<file path="config.mk">
export PLATFORM = sky130hd
export DESIGN_NAME = cio_port
export DESIGN_NICKNAME = d
export VERILOG_FILES = /design/src/rtl/cio_pkg.sv /design/src/rtl/cio_port.sv
export VERILOG_INCLUDE_DIRS = /design/src /design/src/rtl
export SDC_FILE = /design/constraint.sdc
export NUM_CORES = 1
export LEC_CHECK = 0
export BUFFER_PORTS_ARGS = -buffer_cell sky130_fd_sc_hd__buf_4
export CORE_MARGIN = 2
export CORE_UTILIZATION = 46
export DETAILED_ROUTE_END_ITERATION = 8
export GPL_ROUTABILITY_DRIVEN = 1
export GPL_TIMING_DRIVEN = 0
export PLACE_DENSITY = 0.74
export SETUP_SLACK_MARGIN = 0.2
export SYNTH_ARGS = -nofsm -noshare
export SYNTH_HDL_FRONTEND = slang
export SYNTH_SLANG_ARGS = --single-unit
</file>
<file path="constraint.sdc">
create_clock -name pclk -period 1.8 [get_ports pclk]
set_clock_uncertainty 0.05 [all_clocks]
set_input_delay 0.36 -clock pclk [delete_from_list [all_inputs] [get_ports pclk]]
set_output_delay 0.36 -clock pclk [all_outputs]
set_load 0.03 [all_outputs]
</file>
<file path="src/rtl/cio_defs.svh">
// Register offsets, reset values and field codes of the configurable I/O port
`ifndef CIO_DEFS_SVH
`define CIO_DEFS_SVH
`define CIO_PORT_DATA_OFS 12'h000
`define CIO_PORT_DIRECTION_OFS 12'h004
`define CIO_PORT_OPTION_SELECT_OFS 12'h008
`define CIO_INTERRUPT_OPTION_OFS 12'h00C
`define CIO_IRQ_STATUS_OFS 12'h010
`define CIO_IRQ_MASK_OFS 12'h014
`define CIO_PORT_RESET 8'h00
`define CIO_IOR_RESET 8'h00
`define CIO_GEN_BIT 0
`define CIO_TRIG_LSB 1
`define CIO_TRIG_FALL 2'h0
`define CIO_TRIG_RISE 2'h1
`define CIO_TRIG_LOW 2'h2
`define CIO_ST_PIN_EVENT 0
`define CIO_ST_ANALOG_CLASH 1
`endif

</file>
<file path="src/rtl/cio_pkg.sv">
// Types shared by the configurable I/O port
package cio_pkg;
	typedef struct packed
	{
		logic [7:0] drive_high;
		logic [7:0] drive_low;
		logic [7:0] pull_up;
		logic [7:0] analog_sel;
	} cio_pad_t;
	typedef enum logic [2:0]
	{
		CIO_IDLE = 3'b001,
		CIO_ACCESS = 3'b010,
		CIO_DONE = 3'b100
	} cio_bus_state_t;
	typedef struct packed
	{
		logic [7:0] data;
		logic [7:0] dir;
		logic [7:0] opt;
		logic [7:0] interrupt_option_reg;
		logic [1:0] irq_status;
		logic [1:0] irq_mask;
		logic [7:0] pin_s1;
		logic [7:0] pin_s2;
		logic [7:0] pin_prev;
		logic [31:0] prdata;
		logic pslverr;
		cio_bus_state_t bus;
		cio_pad_t pad;
	} cio_state_t;
endpackage : cio_pkg

</file>
<file path="src/rtl/cio_port.sv">
// Configurable eight-pin I/O port with an APB register slave
//
// Behaviour
// - Bit x of the data, direction and option registers controls pin x
// - Reset clears all registers: pulled-up inputs
// - Input pins read back the live pin level
// - Output pins drive and read back the latch
// - Option and data pick the input variant
// - Option picks open-drain or push-pull output
// - Open-drain never drives high, push-pull does
// - Analog pins route to ADC, one at once; more than one sets the analog clash status bit
// - Pin interrupt needs interrupt mode and global enable
// - Per-port trigger: falling, rising or low level
// - Low power keeps state; pin interrupt wakes device
// - Global enable clear blocks new pin events; a pin status bit already set still drives irq and wake
`timescale 1ns/10ps
`default_nettype none
`include "cio_defs.svh"

module cio_port #(
	parameter int WIDTH = 8
) (
	input wire logic pclk,
	input wire logic presetn,
	input wire logic psel,
	input wire logic penable,
	input wire logic pwrite,
	input wire logic [11:0] paddr,
	input wire logic [31:0] pwdata,
	output logic [31:0] prdata,
	output logic pready,
	output logic pslverr,
	input wire logic [WIDTH-1:0] pin_in,
	output logic [WIDTH-1:0] pin_out,
	output logic [WIDTH-1:0] pin_oe_n,
	output cio_pkg::cio_pad_t pad_ctrl,
	output logic irq,
	output logic wake_req
);
	import cio_pkg::*;

	////////////////////////////////////////////////////////////////////////////
	cio_state_t s_q;
	cio_state_t s_d;
	logic [7:0] input_mode;
	logic [7:0] irq_mode;
	logic [7:0] analog_mode;
	logic [7:0] rd_port;
	logic [7:0] trig_hit;
	logic pin_event;
	logic clash;
	logic [7:0] wv;
	logic [1:0] trig;

	assign prdata = s_q.prdata;
	assign pslverr = s_q.pslverr;
	assign pready = (s_q.bus == CIO_ACCESS);
	assign pin_out = s_q.pad.drive_low == 8'h00 ? s_q.pad.drive_high[WIDTH-1:0] : ~s_q.pad.drive_low[WIDTH-1:0];
	assign pin_oe_n = ~(s_q.pad.drive_high[WIDTH-1:0] | s_q.pad.drive_low[WIDTH-1:0]);
	assign pad_ctrl = s_q.pad;
	// Level output straight from sticky bits and mask, so it survives a stopped CPU
	assign irq = |(s_q.irq_status & s_q.irq_mask);
	assign wake_req = irq && s_q.irq_status[`CIO_ST_PIN_EVENT];

	////////////////////////////////////////////////////////////////////////////
	always_comb
	begin
		s_d = s_q;
		wv = pwdata[7:0];
		trig = s_q.interrupt_option_reg[`CIO_TRIG_LSB +: 2];
		// Each pin decodes only its own bit of the three registers
		input_mode = ~s_q.dir;
		irq_mode = input_mode & s_q.opt & ~s_q.data;
		analog_mode = input_mode & s_q.opt & s_q.data;
		rd_port = (s_q.dir & s_q.data) | (input_mode & s_q.pin_s2);
		// Trigger choice applies to every interrupt pin of the port
		if (trig == `CIO_TRIG_RISE)
		begin
			trig_hit = s_q.pin_s2 & ~s_q.pin_prev;
		end
		else if (trig == `CIO_TRIG_LOW)
		begin
			trig_hit = ~s_q.pin_s2;
		end
		else
		begin
			trig_hit = ~s_q.pin_s2 & s_q.pin_prev;
		end
		pin_event = s_q.interrupt_option_reg[`CIO_GEN_BIT] && ((trig_hit & irq_mode) != 8'h00);
		// More than one analog pin shorts them together inside the mux
		clash = (analog_mode & (analog_mode - 8'h01)) != 8'h00;

		s_d.pin_s1 = {{(8-WIDTH){1'b0}}, pin_in};
		s_d.pin_s2 = s_q.pin_s1;
		s_d.pin_prev = s_q.pin_s2;

		// Pad drive is registered, so a write takes effect the cycle after it lands
		s_d.pad.drive_low = s_q.dir & ~s_q.data;
		s_d.pad.drive_high = s_q.dir & s_q.opt & s_q.data;
		s_d.pad.pull_up = input_mode & ~s_q.data;
		s_d.pad.analog_sel = analog_mode;

		case (s_q.bus)
			CIO_IDLE:
			begin
				if (psel && !penable)
				begin
					// Read data is fetched at setup so it stands while pready is high
					s_d.bus = CIO_ACCESS;
					s_d.pslverr = 1'b0;
					s_d.prdata = 32'h0000_0000;
					if (paddr == `CIO_PORT_DATA_OFS)
					begin
						s_d.prdata[7:0] = rd_port;
					end
					else if (paddr == `CIO_PORT_DIRECTION_OFS)
					begin
						s_d.prdata[7:0] = s_q.dir;
					end
					else if (paddr == `CIO_PORT_OPTION_SELECT_OFS)
					begin
						s_d.prdata[7:0] = s_q.opt;
					end
					else if (paddr == `CIO_INTERRUPT_OPTION_OFS)
					begin
						s_d.prdata[7:0] = s_q.interrupt_option_reg;
					end
					else if (paddr == `CIO_IRQ_STATUS_OFS)
					begin
						s_d.prdata[1:0] = s_q.irq_status;
					end
					else if (paddr == `CIO_IRQ_MASK_OFS)
					begin
						s_d.prdata[1:0] = s_q.irq_mask;
					end
					else
					begin
						// Unmapped reads answer zero with an error flag
						s_d.pslverr = 1'b1;
					end
				end
			end
			CIO_ACCESS:
			begin
				s_d.bus = CIO_IDLE;
				if (pwrite)
				begin
					if (paddr == `CIO_PORT_DATA_OFS)
					begin
						s_d.data = wv;
					end
					else if (paddr == `CIO_PORT_DIRECTION_OFS)
					begin
						s_d.dir = wv;
					end
					else if (paddr == `CIO_PORT_OPTION_SELECT_OFS)
					begin
						s_d.opt = wv;
					end
					else if (paddr == `CIO_INTERRUPT_OPTION_OFS)
					begin
						s_d.interrupt_option_reg = {5'h00, wv[2:0]};
					end
					else if (paddr == `CIO_IRQ_STATUS_OFS)
					begin
						s_d.irq_status = s_q.irq_status & ~wv[1:0];
					end
					else if (paddr == `CIO_IRQ_MASK_OFS)
					begin
						s_d.irq_mask = wv[1:0];
					end
				end
			end
			default:
			begin
				s_d.bus = CIO_IDLE;
			end
		endcase

		// Hardware set wins over a software clear in the same cycle
		if (pin_event)
		begin
			s_d.irq_status[`CIO_ST_PIN_EVENT] = 1'b1;
		end
		if (clash)
		begin
			s_d.irq_status[`CIO_ST_ANALOG_CLASH] = 1'b1;
		end
	end

	////////////////////////////////////////////////////////////////////////////
	always_ff @(posedge pclk or negedge presetn)
	begin
		if (!presetn)
		begin
			s_q.data <= `CIO_PORT_RESET;
			s_q.dir <= `CIO_PORT_RESET;
			s_q.opt <= `CIO_PORT_RESET;
			s_q.interrupt_option_reg <= `CIO_IOR_RESET;
			s_q.irq_status <= 2'h0;
			s_q.irq_mask <= 2'h0;
			s_q.pin_s1 <= 8'hFF;
			s_q.pin_s2 <= 8'hFF;
			s_q.pin_prev <= 8'hFF;
			s_q.prdata <= 32'h0000_0000;
			s_q.pslverr <= 1'b0;
			s_q.bus <= CIO_IDLE;
			s_q.pad.drive_high <= 8'h00;
			s_q.pad.drive_low <= 8'h00;
			s_q.pad.pull_up <= 8'hFF;
			s_q.pad.analog_sel <= 8'h00;
		end
		else
		begin
			s_q <= s_d;
		end
	end
endmodule : cio_port
`default_nettype wire

</file>
After elaboration in Yosys (flattened, before gate mapping)
Cells that the tools add are included.
{"block": "totals", "wordCells": 117, "output_inout_bits": 84, "inputBits": 57, "reg_bits": 99}
{"block": "classes", "muxes": 29, "reduce_logical": 23, "add_sub_neg": 1, "bitwise": 29, "eq_ne": 18}
{"operator": "bitwise AND 8 bit", "n": 13}
{"operator": "two-way mux 8 bit", "n": 6}
{"operator": "inverter 8 bit", "n": 6}
{"operator": "== test 12 x 4 -> 1 bit (second input constant)", "n": 2}
{"operator": "== test 12 x 5 -> 1 bit (second input constant)", "n": 2}
{"operator": "two-way mux 4 bit", "n": 6}
{"operator": "!= test 2 bit (second input constant)", "n": 9}
{"operator": "bitwise OR 8 bit", "n": 2}
{"operator": "nonzero test 8 bit", "n": 2}
{"operator": "AND reduction 7 bit", "n": 2}
{"operator": "== test 12 x 3 -> 1 bit (second input constant)", "n": 1}
{"operator": "logical NOT 12 bit", "n": 1}
{"operator": "two-way mux 2 bit", "n": 6}
{"operator": "nonzero test 2 bit", "n": 6}
{"operator": "two-way mux 1 bit", "n": 9}
{"operator": "logical NOT 8 bit", "n": 1}
{"operator": "AND reduction 8 bit", "n": 1}
{"operator": "subtractor 8 x 1 -> 8 bit (second input constant)", "n": 1}
{"operator": "two-way mux 3 bit", "n": 2}
{"operator": "AND reduction 6 bit", "n": 1}
{"operator": "inverter 1 bit", "n": 5}
{"operator": "AND reduction 5 bit", "n": 1}
{"operator": "bitwise AND 2 bit", "n": 2}
{"operator": "AND reduction 4 bit", "n": 1}
{"operator": "other kinds (10)", "n": 12}

Logic depth before layout (Yosys ltp)
{"block": "depth", "depth_word": 10, "depth_mapped": 7, "ltp_nobuf": 6}

Worst setup path after synthesis
No wires, ideal clock.
{"block": "synth_timing", "path_kind": "flip-flop to flip-flop", "from": "reg s_q[32] (netlist name)", "to": "reg s_q[92] (netlist name)", "period_less_slack_ns": 2.206, "arrival_time_ns": 2.031, "setup_slack_ns": -0.406, "path_stages_with_launch": 6, "required_ns": 1.625, "cell_sequence": "dfstp_2 nor2b_1 and2_1 nand2_1 or4b_1 mux2_2"}
{"block": "synth_via", "elab_chain_len": 2}
{"element": "from (decl)", "line": "cio_port.sv:43", "source": "cio_state_t s_q;"}
{"element": "== test 3 x 2 -> 1 bit"}
{"element": "via pready", "line": "cio_port.sv:31", "source": "output logic pready,"}
{"element": "AND reduction 8 bit (no source line)"}
The timed path passes the listed nets, and every way through them passes these cells.
A chain may end at the register's enable or synchronous reset.

Worst setup path in the final report
{"block": "layout_timing", "from": "reg s_q (netlist bit pad_ctrl[23])", "to": "out pin_out[2]"}
{"block": "layout_via", "elab_chain_len": 2}
{"element": "logical NOT 8 bit", "line": "cio_port.sv:58", "source": "assign pin_out = s_q.pad.drive_low == 8'h00 ? s_q.pad.drive_high[WIDTH-1:0] : ~s_q.pad.drive_low[WIDTH-1:0];"}
{"element": "two-way mux 8 bit", "line": "cio_port.sv:58"}
{"element": "to (decl)", "line": "cio_port.sv:34", "source": "output logic [WIDTH-1:0] pin_out,"}
No other way between the ends.

==> metrics.cfg <==
[outcome]
status = finished with violations
violations = setup timing

[detailed_routing]
wirelength_mm = 11.1
drc_errors = 0
num_vias = 3521
vias_per_cell = 4.93
ant_nets = 0
firstDrtPassIters = 4
drt_iter0_drc = 163
wl_per_cell_um = 15.6

[clocking]
cts.reportedPaths.clkPinSlew_ns = 0.10
cts_root_buf = clkbuf_8
cts_tree = yes
cts_max_path_buffers = 2
htree_levels = 3
numCtsBuffers = 9
cts.sinks = 98
clock_latency_ns = 0.37

[logic_synthesis]
synth-seq-area-share = 0.543
yosysTopAreaCell = dfrtp_1
synth_ff_type = dfrtp_1
ys_seq_elements = 98
ys_top_cells_by_area = dfrtp_1 35%, dfstp_2 19%, buf_4 10%
synthesis.area_um2 = 4590
ys_top_cells_by_count = 65 x dfrtp_1, 64 x buf_4, 33 x dfstp_2
yosysTopAreaCellShare = 0.354
netlist_instances = 417
yosysWarningCount = 0
synthArstFlopShare = 1.00
yosys.cell_types.count = 44
synth_enable_flop_cells = 0
syn_avg_cell_area_um2 = 11.0
synth_most_common_cell = dfrtp_1

[grt]
overflow = 0
use_met1 = 0.261
grt.busiest_layer = met2
antenna_found_initial = 0
grt_start_max_net_pins = 99
grt_pass1_wl_mm = 17.6
grt_pass1_vias = 3434
met3_usage = 0.0376
met2_usage = 0.345
grt_usage = 0.205

[critical_path]
endpoint = pin_out[2]
timing.reg2reg.setup_slack_ns = -0.05
reg2regPathDepth = 7
crit_fanout = 7
cp.arrival_ns = 1.72
path_cells = nor4_4 -> nand2_2 -> nor2_4 -> a21oi_2 -> buf_6
timing.rr.start = s_q[97]
cp_slowest_stage_delay_ns = 0.45
crit_type = reg -> out
rr_endpoint = s_q[94]
worstPathRequired_ns = 1.39
startpoint_type = flop
worstSetupStartpoint = pad_ctrl[23]
cp-end-kind = output port
critical_path.slowest_cell = dfrtp_2

[power_and_ir_drop]
irDropWorstVdd_uv = 493
leakage_nw = 3.22
p_per_area_nw_per_um2 = 639

[cells_and_area]
instances_no_fill = 714
fill_cells = 743
antenna_cells = 0
area_delta_synth_final_pct = 39.9
drive_gt1_frac = 0.554
nets = 633

[job]
max_cap_viol_count = 0

[floorplanning]
die_y_um = 104
die_x_um = 104
start_util = 0.472
coreArea_um2 = 9730
die-area_um2 = 10800
fp-row-count = 36
pin_count = 141

[sta]
fin_hold_ws_ns = 0.0464
min_period_ns = 2.13
finalCritPeriodShare = 1.18
hold_viol = 0
fin_ws_ns = -0.329
fmax_ghz = 0.470
drv_slew = 0
finalSetupViolations = 9
rsz0062_at_grt = true
worstMarginPinSlew_ns = 1.18
slew_headroom = 0.216

[min_path]
min_path_type = in -> reg
holdCritStartpoint = pin_in[2]

[placed_design]
place_congestion = 0.891
post-dp-hpwl_mm = 7.47
portBuffers = 90
place_inst = 663

==> power by group <==
group | internal (mW) | total, mW | switching (mW)
Combinational | 0.130 | 0.350 | 0.220
Clock | 0.696 | 1.47 | 0.769
Sequential | 2.26 | 2.29 | 0.0274
Total | 3.09 | 4.10 | 1.02
==> cells by family after synthesis <==
logic type      share of synthesized area
mux                                0.0850
other cells                      0.000816
flops                               0.543
buf+inv                             0.128
compound gates                     0.0951
fa+ha+maj                         0.00218
simple gates                        0.146
==> stage by stage <==
stage               total power, mW  setup TNS [ns]  instance area [um2]  utilization  worst slack, ns
global route                   4.25           -3.46                 6420        0.660           -0.429
global placement               2.65          -12.81                 5610        0.577           -0.475
CTS                            4.12           -2.48                 6200        0.637           -0.316
detailed placement             2.66          -13.17                 5610        0.577           -0.493
floorplan                      2.51          -0.903                 4770            -          -0.0727
finish                         4.10           -2.62                 6420        0.660           -0.329
==> area by class of cell <==
class                      instances  area (um2)  area share
buffer                            75         548      0.0853
clock buffer                      10         138      0.0214
clock inverter                     6        73.8      0.0115
inverter                          18        67.6      0.0105
multi-input combinational        250        1900       0.296
sequential                        98        2500       0.389
tap                              133         166      0.0259
timing repair buffer             124        1020       0.159
==> critical path: cells and delay by family, from the launching register on <==
kind                   cells  cell delay [ns]
DFF                        1             0.45
and+or+nand+nor            3             0.65
AOI/OAI and AO/OA          1             0.10
buffers and inverters      1             0.14
==> placed cells by master (no fill, tap or decap), types with 4 or more instances in the layout <==
master	n
inv_1	18
a31oi_1	8
nor4_4	4
nor2b_1	8
o21ai_0	20
nor2_4	5
conb_1	24
o211ai_1	4
nand2_1	23
clkbuf_8	11
and3_1	8
a21oi_2	8
dfstp_2	33
clkbuf_1	5
nor2_1	26
buf_4	162
mux2_4	25
nor3b_1	11
mux2_2	5
a21oi_1	10
dfrtp_1	58
dfrtp_2	7
buf_6	27
==> worst min-delay path by stage <==
stage / endpoint / slack (ns) / cells past startpoint
floorplan: pad_ctrl[0] / 0.01 / 0
global placement: s_d[74] / 0.30 / 0
CTS: s_d[78] / 0.03 / 1
detailed placement: s_d[75] / 0.30 / 0
global route: s_d[79] / 0.03 / 1
finish: s_d[78] / 0.05 / 1
==> flip-flops by register name (all words and copies together), names as in the netlist <==
signal	cells
s_d	16
pad_ctrl	32
s_q	41
prdata	8
pslverr	1
==> repair_timing <==
action / CTS / global route
buffers inserted: 23 / 10
cloned: 2 / 0
resized for setup: 53 / 48
hold buffers: 0 / 0
setup endpoints to repair: 48 / 42
pin swaps: 28 / 26
==> per-layer routing <==
layer	share of wire	routed length [um]
met5	0	0
met4	0.026	287
met3	0.060	669
met2	0.50	5570
met1	0.41	4580
Power figures use the tool's default switching activity.
